File: config.mk
export PLATFORM = sky130hd
export DESIGN_NAME = ltxc_top
export DESIGN_NICKNAME = d
export VERILOG_FILES = /design/src/ltxc_pkg.sv /design/src/ltxc_fault_detect.sv /design/src/ltxc_top.sv
export SDC_FILE = /design/constraint.sdc
export NUM_CORES = 1
export LEC_CHECK = 0
export ABC_AREA = 1
export BUFFER_PORTS_ARGS = -buffer_cell sky130_fd_sc_hd__buf_2
export CAP_MARGIN = 10
export CORE_ASPECT_RATIO = 0.9
export CORE_MARGIN = 3
export CORE_UTILIZATION = 49
export DETAILED_ROUTE_END_ITERATION = 8
export HOLD_SLACK_MARGIN = 0.08
export PLACE_DENSITY = 0.81
export SLEW_MARGIN = 0
export SYNTH_ARGS = -nofsm -noshare
export SYNTH_HDL_FRONTEND = slang
export SYNTH_SLANG_ARGS = --single-unit
File: constraint.sdc
create_clock -name clk_sys -period 3.8 [get_ports clk_sys]
set_input_delay 0.76 -clock clk_sys [delete_from_list [all_inputs] [get_ports clk_sys]]
set_output_delay 0.76 -clock clk_sys [all_outputs]
set_load 0.02 [all_outputs]
File: src/ltxc_pkg.sv
// constants and carrier types for the laser transmit control and safety block
// Operation
// RULE1: differential output default, single-ended when set
// RULE2: single-ended select picks negative output
// RULE3: four-bit de-emphasis amount drives output
// RULE4: peaking width select widens de-emphasis
// RULE5: delay mode delays de-emphasis, falling edge
// RULE6: slow edge mode; host sets below 0xc0
// RULE7: amplitude follows pin when control bit set
// RULE8: eight-bit setting sets modulation current
// RULE9: powerdown disables whole transmit path
// RULE10: offset cancel on unless disable set
// RULE11: crosspoint sign direction, seven-bit magnitude
// RULE12: bias off after reset until enabled
// RULE13: open loop uses setting, else loop
// RULE14: photodiode polarity selects sink or source
// RULE15: two-bit photodiode range picks current range
// RULE16: bias sources by default, sinks when set
// RULE17: monitor selects route currents to digital word
// RULE18: bias fault by analog or threshold
// RULE19: photodiode fault by analog or threshold
// RULE20: fault on overcurrent or large bias drop
// RULE21: fault zeroes bias, latches pin, status
// RULE22: toggle disable or enable to recover
package ltxc_pkg;

   // ----------------------------------------------------------------
   // widths and timing
   // ----------------------------------------------------------------
   localparam int MOD_W   = 8;
   localparam int BIAS_W  = 10;
   localparam int MON_W   = 10;
   localparam int THR_W   = 8;
   localparam int CP_W    = 7;
   localparam int DE_W    = 4;
   localparam int RNG_W   = 2;

   localparam int CLK_PERIOD_NS     = 50;
   // fault latch reset time, default plain value
   localparam int LATCH_RESET_NS    = 1000;
   localparam int LATCH_RESET_CYC   = (LATCH_RESET_NS + CLK_PERIOD_NS - 1) / CLK_PERIOD_NS;

   localparam logic [MOD_W-1:0]  SLOW_EDGE_LIMIT = 8'hc0;
   localparam logic [BIAS_W-1:0] BIAS_ZERO       = 10'h000;
   localparam logic [MON_W-1:0]  MON_ZERO        = 10'h000;

   // ----------------------------------------------------------------
   // carriers
   // ----------------------------------------------------------------
   typedef struct packed {
      logic                  output_mode_single_ended;
      logic                  single_ended_output_select;
      logic [DE_W-1:0]       deemphasis_amount;
      logic                  peaking_width_select;
      logic                  deemphasis_delay_mode;
      logic                  slow_edge_mode;
      logic                  amplitude_pin_control;
      logic [MOD_W-1:0]      modulation_setting;
      logic                  transmit_path_powerdown;
      logic                  offset_cancel_disable;
      logic                  crosspoint_sign;
      logic [CP_W-1:0]       crosspoint_adjust;
   } ltxc_out_cfg_s;

   typedef struct packed {
      logic                  positive_out_en;
      logic                  negative_out_en;
      logic                  deemphasis_on;
      logic [DE_W-1:0]       deemphasis_level;
      logic                  deemphasis_wide;
      logic                  deemphasis_delayed;
      logic                  slow_edges;
      logic                  amp_from_pin;
      logic [MOD_W-1:0]      modulation_code;
      logic                  path_powered;
      logic                  offset_cancel_on;
      logic                  crosspoint_toward_one;
      logic [CP_W-1:0]       crosspoint_shift;
   } ltxc_drv_s;

   typedef struct packed {
      logic                  bias_enable;
      logic                  open_loop_select;
      logic [BIAS_W-1:0]     bias_setting;
      logic                  photodiode_polarity;
      logic [RNG_W-1:0]      photodiode_range;
      logic                  bias_sink_select;
      logic                  bias_digital_monitor_select;
      logic                  photodiode_digital_monitor_select;
      logic                  fault_detect_enable;
      logic [THR_W-1:0]      bias_fault_threshold;
      logic                  analog_photodiode_fault_trigger;
      logic [THR_W-1:0]      photodiode_fault_threshold;
   } ltxc_bias_cfg_s;

   typedef struct packed {
      logic                  bias_monitor_pin_high;
      logic                  photodiode_monitor_pin_high;
      logic [MON_W-1:0]      bias_current;
      logic [MON_W-1:0]      photodiode_current;
      logic [MON_W-1:0]      photodiode_set;
   } ltxc_sense_s;

   typedef enum logic [1:0] {
      LTXC_OFF,
      LTXC_RUN,
      LTXC_FAULT,
      LTXC_CLEAR
   } ltxc_state_e;

endpackage

File: src/ltxc_fault_detect.sv
// fault condition detector for the laser safety logic
`timescale 1ns/100ps
module ltxc_fault_detect
   import ltxc_pkg::*;
(
   input  wire logic              clk_sys,
   input  wire logic              rstn,
   input  wire logic              armed,
   input  wire ltxc_bias_cfg_s    cfg,
   input  wire ltxc_sense_s       sense,
   input  wire logic [BIAS_W-1:0] bias_cmd,
   output logic                   fault_now
);

   logic [BIAS_W-1:0] bias_prev_r;
   logic              bias_fault;
   logic              pd_fault;
   logic              pd_over;
   logic              bias_drop;
   logic [MON_W+1:0]  pd_x2;
   logic [MON_W+1:0]  pd_set_x3;

   always_ff @(posedge clk_sys) begin
      if (!rstn) begin
         bias_prev_r <= BIAS_ZERO;
      end else begin
         bias_prev_r <= bias_cmd;
      end
   end

   assign pd_x2     = {1'b0, sense.photodiode_current, 1'b0};
   assign pd_set_x3 = {2'b00, sense.photodiode_set} + {1'b0, sense.photodiode_set, 1'b0};

   always_comb begin
      bias_fault = sense.bias_monitor_pin_high
         || (cfg.bias_digital_monitor_select
             && (sense.bias_current > {2'b00, cfg.bias_fault_threshold})); // RULE18
      pd_fault = (sense.photodiode_monitor_pin_high && cfg.analog_photodiode_fault_trigger)
         || (cfg.photodiode_digital_monitor_select
             && (sense.photodiode_current > {2'b00, cfg.photodiode_fault_threshold})); // RULE19
      pd_over   = pd_x2 > pd_set_x3; // RULE20
      bias_drop = ({1'b0, bias_cmd, 1'b0} < {2'b00, bias_prev_r}); // RULE20
   end

   assign fault_now = armed && cfg.fault_detect_enable
                      && (bias_fault || pd_fault || pd_over || bias_drop);
endmodule

File: src/ltxc_top.sv
// laser transmit control and fault safety top
`timescale 1ns/100ps
module ltxc_top
   import ltxc_pkg::*;
#(
   parameter int LATCH_CYC = LATCH_RESET_CYC
)
(
   input  wire logic              clk_sys,
   input  wire logic              rstn,
   input  wire ltxc_out_cfg_s     out_cfg,
   input  wire ltxc_bias_cfg_s    bias_cfg,
   input  wire ltxc_sense_s       sense,
   input  wire logic [BIAS_W-1:0] loop_bias,
   input  wire logic              transmit_disable_pin,
   output ltxc_drv_s              drv,
   output logic [BIAS_W-1:0]      bias_out,
   output logic                   bias_sink,
   output logic                   bias_on,
   output logic                   photodiode_sink,
   output logic [RNG_W-1:0]       photodiode_range_sel,
   output logic                   closed_loop_on,
   output logic [MON_W-1:0]       digital_monitor,
   output logic                   digital_monitor_valid,
   output logic                   fault_output,
   output logic                   fault_status,
   output logic                   slow_edge_advised
);

   // ----------------------------------------------------------------
   // state
   // ----------------------------------------------------------------
   ltxc_state_e        state_r;
   ltxc_state_e        state_nxt;
   logic [15:0]        clr_cnt_r;
   logic               fault_now;
   logic               enabled;
   logic [BIAS_W-1:0]  bias_cmd;
   logic               clr_done;
   ltxc_drv_s          drv_nxt;

   assign enabled  = bias_cfg.bias_enable && !transmit_disable_pin;
   assign bias_cmd = bias_cfg.open_loop_select ? bias_cfg.bias_setting : loop_bias; // RULE13
   assign clr_done = clr_cnt_r >= 16'(LATCH_CYC);

   ltxc_fault_detect u_detect (
      .clk_sys   (clk_sys),
      .rstn      (rstn),
      .armed     (state_r != LTXC_OFF),
      .cfg       (bias_cfg),
      .sense     (sense),
      .bias_cmd  (bias_cmd),
      .fault_now (fault_now)
   );

   // ----------------------------------------------------------------
   // safety sequencer
   // ----------------------------------------------------------------
   always_comb begin
      state_nxt = state_r;
      case (state_r)
         LTXC_OFF: begin
            if (enabled) begin
               state_nxt = LTXC_RUN; // RULE12
            end
         end
         LTXC_RUN: begin
            if (fault_now) begin
               state_nxt = LTXC_FAULT; // RULE21
            end else if (!enabled) begin
               state_nxt = LTXC_OFF;
            end
         end
         LTXC_FAULT: begin
            if (!enabled) begin
               state_nxt = LTXC_CLEAR; // RULE22
            end
         end
         LTXC_CLEAR: begin
            // early return or standing fault relatches
            if (enabled) begin
               state_nxt = (clr_done && !fault_now) ? LTXC_RUN : LTXC_FAULT; // RULE22
            end
         end
         default: begin
            state_nxt = LTXC_OFF;
         end
      endcase
   end

   always_ff @(posedge clk_sys) begin
      if (!rstn) begin
         state_r <= LTXC_OFF;
      end else begin
         state_r <= state_nxt;
      end
   end

   always_ff @(posedge clk_sys) begin
      if (!rstn) begin
         clr_cnt_r <= 16'h0000;
      end else if (state_nxt != LTXC_CLEAR) begin
         clr_cnt_r <= 16'h0000;
      end else if (!clr_done) begin
         clr_cnt_r <= clr_cnt_r + 16'h0001;
      end
   end

   // ----------------------------------------------------------------
   // bias and fault outputs
   // ----------------------------------------------------------------
   always_ff @(posedge clk_sys) begin
      if (!rstn) begin
         bias_out     <= BIAS_ZERO;
         bias_on      <= 1'b0;
         fault_output <= 1'b0;
         fault_status <= 1'b0;
      end else begin
         // a fresh fault zeroes bias in the same edge it latches
         bias_on      <= (state_nxt == LTXC_RUN); // RULE12 RULE21
         bias_out     <= (state_nxt == LTXC_RUN) ? bias_cmd : BIAS_ZERO; // RULE13 RULE21
         fault_output <= (state_nxt == LTXC_FAULT); // RULE21 RULE22
         fault_status <= (state_nxt == LTXC_FAULT); // RULE21
      end
   end

   always_ff @(posedge clk_sys) begin
      if (!rstn) begin
         bias_sink            <= 1'b0;
         photodiode_sink      <= 1'b0;
         photodiode_range_sel <= '0;
         closed_loop_on       <= 1'b0;
      end else begin
         bias_sink            <= bias_cfg.bias_sink_select; // RULE16
         photodiode_sink      <= bias_cfg.photodiode_polarity; // RULE14
         photodiode_range_sel <= bias_cfg.photodiode_range; // RULE15
         closed_loop_on       <= !bias_cfg.open_loop_select && (state_nxt == LTXC_RUN); // RULE13
      end
   end

   // ----------------------------------------------------------------
   // digital monitor
   // ----------------------------------------------------------------
   always_ff @(posedge clk_sys) begin
      if (!rstn) begin
         digital_monitor       <= MON_ZERO;
         digital_monitor_valid <= 1'b0;
      end else if (bias_cfg.bias_digital_monitor_select) begin
         digital_monitor       <= sense.bias_current; // RULE17
         digital_monitor_valid <= 1'b1;
      end else if (bias_cfg.photodiode_digital_monitor_select) begin
         digital_monitor       <= sense.photodiode_current; // RULE17
         digital_monitor_valid <= 1'b1;
      end else begin
         digital_monitor       <= MON_ZERO;
         digital_monitor_valid <= 1'b0;
      end
   end

   // ----------------------------------------------------------------
   // output driver controls
   // ----------------------------------------------------------------
   always_comb begin
      drv_nxt.positive_out_en = !out_cfg.output_mode_single_ended
                                || !out_cfg.single_ended_output_select; // RULE1 RULE2
      drv_nxt.negative_out_en = !out_cfg.output_mode_single_ended
                                || out_cfg.single_ended_output_select; // RULE1 RULE2
      drv_nxt.deemphasis_on         = out_cfg.deemphasis_amount != '0; // RULE3
      drv_nxt.deemphasis_level      = out_cfg.deemphasis_amount; // RULE3
      drv_nxt.deemphasis_wide       = out_cfg.peaking_width_select; // RULE4
      drv_nxt.deemphasis_delayed    = out_cfg.deemphasis_delay_mode; // RULE5
      drv_nxt.slow_edges            = out_cfg.slow_edge_mode; // RULE6
      drv_nxt.amp_from_pin          = out_cfg.amplitude_pin_control; // RULE7
      drv_nxt.modulation_code       = out_cfg.modulation_setting; // RULE8
      drv_nxt.path_powered          = !out_cfg.transmit_path_powerdown; // RULE9
      drv_nxt.offset_cancel_on      = !out_cfg.offset_cancel_disable; // RULE10
      drv_nxt.crosspoint_toward_one = out_cfg.crosspoint_sign; // RULE11
      drv_nxt.crosspoint_shift      = out_cfg.crosspoint_adjust; // RULE11
      if (out_cfg.transmit_path_powerdown) begin
         // powered-down path drives nothing
         drv_nxt.positive_out_en = 1'b0; // RULE9
         drv_nxt.negative_out_en = 1'b0; // RULE9
         drv_nxt.deemphasis_on   = 1'b0; // RULE9
      end
   end

   always_ff @(posedge clk_sys) begin
      if (!rstn) begin
         drv               <= '0;
         drv.path_powered  <= 1'b1;
         slow_edge_advised <= 1'b0;
      end else begin
         drv               <= drv_nxt;
         slow_edge_advised <= (out_cfg.modulation_setting < SLOW_EDGE_LIMIT)
                              && !out_cfg.slow_edge_mode; // RULE6
      end
   end
endmodule

==> results of run 1 <==
-- registers in the layout, indices dropped and copies added, names as in the netlist, 2 cells and up --
register	cells
u_detect.bias_prev_r	10
state_r	2
clr_cnt_r	16
bias_out	10
photodiode_range_sel	2
drv	29
digital_monitor	10
-- power breakdown --
group | total (mW) | switching, mW | leakage [nW] | internal [mW]
clock network | 0.632 | 0.324 | 0.0976 | 0.307
registers | 0.955 | 0.0122 | 0.709 | 0.943
logic | 0.445 | 0.260 | 2.29 | 0.185
total | 2.03 | 0.596 | 3.10 | 1.43
-- final timing paths --
check | startpoint | to | slack (ps) | cells after the start
hold reg to reg | clr_cnt_r[9]$_SDFFE_PP0N_ | clr_cnt_r[9]$_SDFFE_PP0N_ | 430 | 2
hold / removal | clr_cnt_r[9]$_SDFFE_PP0N_ | clr_cnt_r[9]$_SDFFE_PP0N_ | 430 | 2
setup / recovery | sense[2] | bias_out[5]$_SDFF_PN0_ | 170 | 28
setup reg to reg | u_detect.bias_prev_r[2]$_SDFF_PN0_ | closed_loop_on$_SDFF_PN0_ | 1790 | 13
-- per-layer routing --
| metal | vias up | GRT usage |
|---|---|---|
| met1 | 1702 | 0.233 |
| met3 | 13 | 0.0646 |
| li1 | 2042 | - |
| met2 | 126 | 0.350 |
| met5 | - | 0 |
| met4 | 2 | 0.0620 |
-- final cells by class --
cell class              instances  area, um^2
inverters                     117         439
repair buffers                172         903
clock buffers                   9         124
multi-input cells             340        2070
flip-flops and latches         86        1720
clock inverters                 6        71.3
well taps                     115         144
fillers                       713        2750
-- Yosys cell counts, drive strengths merged --
cell	number	area share
o21ai	14	0.017
nand4	4	0.0089
nor3	14	0.026
fa	1	0.0047
xnor2	4	0.0083
xor2	5	0.010
inv	116	0.10
ha	46	0.14
nor3b	3	0.0053
clkbuf	6	0.0053
nand2	119	0.11
a211oi	2	0.0035
clkinv	1	0.00088
o21bai	2	0.0035
a21oi	32	0.038
buf	5	0.0091
nand3b	2	0.0035
or2	12	0.018
nor2	55	0.050
nor4	4	0.0059
a31oi	1	0.0015
dfxtp	86	0.41
a21o	2	0.0035
nand3	18	0.025
-- repair_timing --
| action | 4_1_cts | 5_1_grt |
|---|---|---|
| gates resized for setup | 0 | 11 |
| setup endpoints to repair | 0 | 14 |
| setup buffers | 0 | 1 |
-- cell families after synthesis --
family | count (synthesis) | share of synthesized area
buffers and inverters | 128 | 0.118
adder cells (fa/ha/maj) | 47 | 0.140
XOR/XNOR | 9 | 0.0186
flip-flops | 86 | 0.406
AO/OA/AOI/OAI | 53 | 0.0673
AND/OR/NAND/NOR | 231 | 0.250
-- worst max-delay path, delay by kind of cell --
family / cells / cell delay [ps]
AND/OR/NAND/NOR: 18 / 1400
adder cells (fa/ha/maj): 2 / 540
AO/OA/AOI/OAI: 4 / 560
XOR/XNOR: 1 / 210
buffers and inverters: 3 / 360
-- per-stage QoR --
stage	utilization	cell area (um^2)
6_report	0.666	5480
5_1_grt	0.666	5480
4_1_cts	0.655	5390
3_5_place_dp	0.632	5190
3_3_place_gp	0.632	5190
2_1_floorplan	-	4240
==> metrics, run 1 <==
outcome=complete, no violations; final setup fails=0; via count=slightly below 4k; hold_ws=around 430 ps; hold violation count in the final report=0; gr ovfl total=0; total CTS buffers=9; I/O Pins=between 150 and 200; final non-filler cell total=845; Crit Path Max Fanout=6; largest net degree at the start of global routing=33; # diodes=0; hpwl dp=8300 um; final worst slack=around 170 ps; Worst Hold Class=flop to flop; slew margin rel.=0.549; flops & latches, synth=86; static leakage=around 3.1 nW; final worst path period need=between 3000 and 4000 ps; DRC=0; TNS Setup=0 ps; RD Place Congestion=around 0.86; Post-Syn Nets=710; Antenna Nets Post-Route=0; met1 WL=around 4100 um; Post-CTS Hold Buffers=0; Crit-path slowest cell=ha_1; number of vias per cell=4.60; Worst IR Drop VDD=around 240 uV; share of layout cells above drive strength 1=0.310; Final nets=882; max_cap viols=0; worst skew pair latency=340 ps; crit-path max cell delay=approximately 280 ps; Post-Synthesis Cells=around 550; vias in the first global route=between 3k and 4k; CP required=4020 ps; global-route wire length before repair=around 16000 um; clock-pin slew on the worst setup and hold paths=roughly 90 ps; Slew Limit Fails=0; startpoint types=input port; commonest non-fill, non-tap cell in the layout=buf_2; met3 wire length=751 um; PD cells=between 300 and 400 mW/mm^2; Pwr Total=~2 mW; Layout area overhead=29.1%; num rows=31; All-Layer GR Usage=0.199; number of instances in the placed design=approximately 830; synth unique cells=34; WS Path Type=input port to flop; metal2 WL=roughly 5300 um; total wire length=10300 um; die area=between 0.009 and 0.01 mm^2; synthesized area=roughly 0.0042 mm^2; root buf cell=clkbuf_8; worst slack, placed=-297 ps; Initial Utilization=0.516; initial DRC count=approximately 130; Syn. warnings=0; crit path DAT=about 3900 ps; Die H=between 90 and 100 um; nature of the critical path endpoint=flop; most frequent cells in the layout=167 x buf_2, 115 x inv_1, 114 x nand2_1, 86 x dfxtp_1, 53 x nor2_1; Buffers on Ports=between 150 and 200; H-tree depth=3; CTS tree=done; Least-Margin Pin Slew=674 ps; clk_skew=~12 ps; most used cell, CP=nand2_1; Die X=~100 um; router iterations before antenna repair=5; DR top layer=met5; antenna violations before repair=1; synthesized area per cell=about 7.7 um^2; f_max=approximately 280 MHz; core area=0.00822 mm^2; sequential-to-total area share from yosys stat=0.406; clk buf depth=2; crit share post-route=0.955; detailed-route wire length per cell=12.2 um; clock tree sinks=86
Note: power is estimated with default switching activity, not from simulation.
==> inputs of run 2 (changes only) <==
--- a/config.mk
+++ b/config.mk
@@ -8,13 +8,13 @@
 export ABC_AREA = 1
 export BUFFER_PORTS_ARGS = -buffer_cell sky130_fd_sc_hd__buf_2
 export CAP_MARGIN = 10
-export CORE_ASPECT_RATIO = 0.9
 export CORE_MARGIN = 3
 export CORE_UTILIZATION = 49
 export DETAILED_ROUTE_END_ITERATION = 8
 export HOLD_SLACK_MARGIN = 0.08
-export PLACE_DENSITY = 0.81
+export PLACE_DENSITY = 0.8
 export SLEW_MARGIN = 0
 export SYNTH_ARGS = -nofsm -noshare
 export SYNTH_HDL_FRONTEND = slang
+export SYNTH_HIERARCHICAL = 1
 export SYNTH_SLANG_ARGS = --single-unit
==> metrics, run 2 <==
PD cells=377 mW/mm^2; post-synthesis simple-gate area fraction=0.247; final worst path period need=roughly 3500 ps; Die H=100 um; final non-filler cell total=~860; max_cap viols=0; sequential-to-total area share from yosys stat=0.395; clk_skew=about 9.4 ps; Die X=100 um; critical hold path startpoint=clr_cnt_r[13]$_SDFFE_PP0P_; RD Place Congestion=0.885; Crit Path Max Fanout=13; Antenna Nets Post-Route=0; I/O Pins=168; commonest non-fill, non-tap cell in the layout=buf_2; post-synthesis mux area share=0; CP Depth=22; r2r startpoint=u_detect/bias_prev_r[6]$_SDFF_PN0_; Worst IR Drop VDD=around 200 uV; CTS tree=done; router iterations before antenna repair=4; Buffers on Ports=167; Layout area overhead=26.4%; core area=about 0.0084 mm^2; Final nets=between 900 and 1k; Initial Utilization=0.518; die area=0.0101 mm^2; top cells by area, synth=dfxtp_1 39%, ha_1 13%, nand2_1 12%; crit path DAT=3780 ps; initial DRC count=111; Synth Flop Type=dfxtp_1; via count=roughly 4.0k; list of most frequent post-synthesis cells=135 x nand2_1, 134 x inv_1, 86 x dfxtp_1, 46 x ha_1, 43 x nor2_1; Hold EP=clr_cnt_r[13]$_SDFFE_PP0P_; CP top delay family=simple AND/OR/NAND/NOR gates; critical path, cell by cell=buf_2 -> ha_1 -> fa_1 -> inv_1 -> nor2_2 -> nor2_2 -> nor2_1 -> nor2_1 -> xor2_1 -> ha_1 -> a21o_1 -> a21oi_1 -> nand2_1 -> nand2_1 -> nand3_1 -> nand2_1 -> inv_1 -> nor2_1 -> nand2_2 -> nand2_2 -> nand3_4 -> nor3_2; EDFF count, synth=0; startpoint types=input port; startpoint of the worst setup timing path=sense[1]; RSZ-0062 raised after global routing=false; crit share post-route=0.922; number of vias per cell=~4.7; f_max=286 MHz; # diodes=0; synthesized area=between 0.004 and 0.005 mm^2; WS Path Type=input port to flop; num rows=33; final setup fails=0; root buf cell=clkbuf_8; most frequent cells in the layout=167 x buf_2, 135 x nand2_1, 134 x inv_1, 86 x dfxtp_1, 46 x ha_1; worst skew pair latency=~350 ps; detailed-route wire length per cell=between 10 and 15 um; Worst Hold Class=flop to flop; reg-to-reg endpoint=bias_out[8]$_SDFF_PN0_; max FFs per register=29; hold violation count in the final report=0; largest reg by FF count=drv; post-synth top area share=0.395; post-synthesis compound-gate area fraction=0.0666; share of layout cells above drive strength 1=0.290; Post-Synthesis Cells=582; xor and xnor area share after synthesis=0.0221; Crit-path slowest cell=fa_1; slew margin rel.=0.603; number of instances in the placed design=845; clk buf depth=2; most common cell in the netlist=nand2_1; Least-Margin Pin Slew=594 ps; outcome=complete, no violations; static leakage=around 3.2 nW; clock tree sinks=86; synthesized area per cell=7.49 um^2; largest family of logic cells by synthesized area=simple AND/OR/NAND/NOR gates; crit-path max cell delay=between 300 and 400 ps; Post-Syn Nets=738; Slew Limit Fails=0; global-route wire length before repair=about 17000 um; CP required=4070 ps; postcts setup bufs=0; DRC=0; synth unique cells=35; Largest regs=drv x29, clr_cnt_r x16; flops & latches, synth=86; Post-Synth Adder-Cell Area=0.137; vias in the first global route=3872; Yosys top cell by area=dfxtp_1; nature of the critical path endpoint=flop; Reg2Reg Depth=14; antenna violations before repair=0; Async SR Flop Fraction=0; gr ovfl total=0; total CTS buffers=9; All-Layer GR Usage=0.203; hpwl dp=between 8000 and 9000 um; largest net degree at the start of global routing=30; total wire length=10300 um; R2R Setup Slk=between 1500 and 2000 ps; Syn. warnings=6; Pwr Total=around 2.1 mW; H-tree depth=3; clock-pin slew on the worst setup and hold paths=about 90 ps; Crit path buffers/inverters=3; Hold Path Depth=2
run 2: changes by cell type in the layout (fill, tap and decap cells not counted), moves of 3 or more:
cell     before  now
nor4_1        4    1
nand2_1     114  135
nor2_2        2    8
or2_2        11    1
nor2_1       53   43
inv_1       115  134
nand4_1       2    6
run 2: worst max path at each step:
stage / end / slack (ps)
floorplan: closed_loop_on$_SDFF_PN0_ / 280
global placement: bias_out[1]$_SDFF_PN0_ / 110
detailed placement: bias_out[1]$_SDFF_PN0_ / -60
CTS: bias_out[1]$_SDFF_PN0_ / 300
global route: bias_out[4]$_SDFF_PN0_ / 3
finish: bias_out[8]$_SDFF_PN0_ / 300
run 2: stage by stage:
stage | util | TNS (ps) | hold WS, ps | worst slack [ps] | instance area [um^2]
2_1_floorplan | - | 0 | 408 | 284 | 4360
6_report | 0.655 | 0 | 429 | 298 | 5520
4_1_cts | 0.654 | 0 | 430 | 301 | 5510
5_1_grt | 0.655 | 0 | 455 | 2.61 | 5520
3_5_place_dp | 0.627 | -143 | 417 | -63.7 | 5280
3_3_place_gp | 0.627 | 0 | 414 | 111 | 5280
run 2: layout make-up:
cell class	instances	area (um^2)
Sequential cell	86	1720
Tap cell	105	131
Clock buffer	9	124
Fill cell	723	2910
Multi-Input combinational cell	347	2060
Inverter	137	514
Timing Repair Buffer	170	858
Clock inverter	7	103
run 2: worst register-to-register path: cells and delay by family, from the launching register on:
kind            cells  cell delay [ps]
flops               1              330
fa+ha+maj           1              300
compound gates      3              470
simple gates        7              650
buf+inv             3              210
run 2: logic make-up (layout without fill, tap and decap cells):
| logic type | Yosys count | after routing |
|---|---|---|
| buffers and inverters | 149 | 323 |
| xor gates and xnor gates | 11 | 11 |
| adders and majority gates | 47 | 47 |
| AOI/OAI and AO/OA | 53 | 53 |
| and+or+nand+nor | 236 | 236 |
| DFF | 86 | 86 |
run 2: repair_timing:
item                       in CTS  in global routing
hold buffers                    0                  0
resized for setup               0                  1
setup endpoints to repair       0                  1
run 2: power breakdown:
part | leakage (nW) | total [mW] | internal (mW) | switching (mW)
Sequential | 0.709 | 0.949 | 0.939 | 0.00960
Combinational | 2.42 | 0.417 | 0.169 | 0.248
Clock | 0.117 | 0.714 | 0.381 | 0.334
run 2: routing by layer:
layer / share of wire / routed length (um) / up-vias / track usage
li1: - / - / 2098 / -
met1: 0.42 / 4310 / 1773 / 0.238
met2: 0.48 / 4960 / 134 / 0.363
met3: 0.075 / 768 / 17 / 0.0445
met4: 0.023 / 240 / 0 / 0.0725
met5: 0 / 0 / - / 0
==> inputs of run 3 (changes only) <==
--- a/config.mk
+++ b/config.mk
@@ -6,13 +6,12 @@
 export NUM_CORES = 1
 export LEC_CHECK = 0
 export ABC_AREA = 1
-export BUFFER_PORTS_ARGS = -buffer_cell sky130_fd_sc_hd__buf_2
 export CAP_MARGIN = 10
 export CORE_MARGIN = 3
-export CORE_UTILIZATION = 49
+export CORE_UTILIZATION = 50
 export DETAILED_ROUTE_END_ITERATION = 8
+export DONT_BUFFER_PORTS = 1
 export HOLD_SLACK_MARGIN = 0.08
-export PLACE_DENSITY = 0.8
 export SLEW_MARGIN = 0
 export SYNTH_ARGS = -nofsm -noshare
 export SYNTH_HDL_FRONTEND = slang
==> metrics, run 3 (same netlist as run 2, synthesis figures left out) <==
crit path DAT=3620 ps; outcome=complete, no violations; total wire length=around 9100 um; WS Path Type=input port to flop; Final nets=737; vias in the first global route=about 3.2k; Reg2Reg Depth=14; PD cells=roughly 440 mW/mm^2; most frequent cells in the layout=135 x nand2_1, 134 x inv_1, 86 x dfxtp_1, 46 x ha_1, 43 x nor2_1; startpoint types=input port; FILL cells=793; CTS tree=done; num rows=33; Die H=99.4 um; die area=between 0.009 and 0.01 mm^2; TNS Setup=0 ps; reg-to-reg endpoint=bias_out[1]$_SDFF_PN0_; root buf cell=clkbuf_8; share of layout cells above drive strength 1=0.0802; CTS resizes=0; slew margin rel.=0.602; DRC=0; Layout area overhead=7.09%; Crit Path Max Fanout=13; f_max=296 MHz; All-Layer GR Usage=0.186; RSZ-0062 raised after global routing=false; Worst IR Drop VDD=152 uV; crit-path max cell delay=between 400 and 500 ps; antenna violations before repair=0; Worst Hold Class=flop to flop; largest net degree at the start of global routing=43; RD Place Congestion=about 0.85; # diodes=0; number of vias per cell=4.80; gr ovfl total=0; CP required=4040 ps; r2r startpoint=u_detect/bias_prev_r[6]$_SDFF_PN0_; initial DRC count=89; static leakage=around 2.5 nW; hold violation count in the final report=0; Slew Limit Fails=0; Crit-path slowest cell=fa_1; max FFs per register=29; Die X=between 90 and 100 um; postcts setup bufs=0; hpwl dp=about 7400 um; H-tree depth=3; router iterations before antenna repair=4; global-route wire length before repair=~15000 um; critical hold path startpoint=clr_cnt_r[5]$_SDFFE_PP0P_; largest reg by FF count=drv; core area=between 0.008 and 0.009 mm^2; met1 WL=roughly 3700 um; clock-pin slew on the worst setup and hold paths=about 90 ps; Antenna Nets Post-Route=0; met3 wire length=between 500 and 600 um; Hold EP=clr_cnt_r[5]$_SDFFE_PP0P_; clock tree sinks=86; commonest non-fill, non-tap cell in the layout=nand2_1; total CTS buffers=9; detailed-route wire length per cell=about 13 um; Pwr Total=2.04 mW; Hold Path Depth=2; R2R Setup Slk=approximately 1700 ps; Largest regs=drv x29, clr_cnt_r x16; clk buf depth=2; crit share post-route=0.889; critical path, cell by cell=ha_1 -> fa_1 -> inv_1 -> nor2_2 -> nor2_2 -> nor2_1 -> nor2_1 -> xor2_1 -> ha_1 -> nand3_1 -> inv_1 -> nand4_1 -> nand2_1 -> nor2_1 -> nand2_1 -> nand3_1 -> nand2_1 -> inv_1 -> nand2_1 -> a21oi_1 -> inv_1 -> nand3_4 -> nor3_1; Initial Utilization=0.523; nature of the critical path endpoint=flop; metal2 WL=approximately 4700 um; Post-CTS Hold Buffers=0; Least-Margin Pin Slew=around 600 ps; max_cap viols=0; DR top layer=met4; Buffers on Ports=0; via count=roughly 3.3k; worst skew pair latency=~360 ps; final worst path period need=3380 ps; clk_skew=around 11 ps; final setup fails=0; I/O Pins=around 170
==> run 3: worst max-delay path by stage <==
stage / slack, ps / depth (start not counted) / endpoint / startpoint
2_1_floorplan: 280 / 24 / closed_loop_on$_SDFF_PN0_ / sense[0]
3_3_place_gp: 150 / 21 / bias_out[0]$_SDFF_PN0_ / sense[0]
3_5_place_dp: 40 / 21 / bias_out[1]$_SDFF_PN0_ / sense[0]
4_1_cts: 430 / 23 / bias_out[1]$_SDFF_PN0_ / sense[0]
5_1_grt: 50 / 23 / bias_out[1]$_SDFF_PN0_ / sense[0]
6_report: 420 / 23 / bias_out[1]$_SDFF_PN0_ / sense[0]
==> run 3: area by class of cell <==
type / count / area (um^2) / area share
Clock buffer: 10 / 128 / 0.0273
Clock inverter: 6 / 118 / 0.0252
Inverter: 137 / 514 / 0.110
Multi-Input combinational cell: 347 / 2060 / 0.441
Sequential cell: 86 / 1720 / 0.369
Tap cell: 105 / 131 / 0.0281
==> run 3: report_power, final <==
part           internal, mW  switching (mW)
combinational         0.109           0.152
sequential            0.940          0.0537
clock                 0.444           0.337
total                  1.49           0.543
==> run 3: worst max-delay path, delay by kind of cell <==
family	cells	cell delay, ps
simple gates	14	1230
fa+ha+maj	3	940
buf+inv	4	300
compound gates	1	200
xor+xnor	1	170
==> run 3: routing by layer <==
metal	track usage	up-vias
met5	0	-
met4	0.0651	0
met3	0.0568	12
met2	0.335	81
met1	0.207	1466
li1	-	1755
==> run 3: stage by stage <==
stage,utilization,instance area (um^2),hold WS [ps],cells,setup WS (ps)
floorplan,-,4360,408,582,284
global route,0.560,4670,430,691,49.1
finish,0.560,4670,430,691,423
detailed placement,0.531,4430,418,675,40.0
global placement,0.531,4430,415,675,155
CTS,0.560,4670,431,691,427
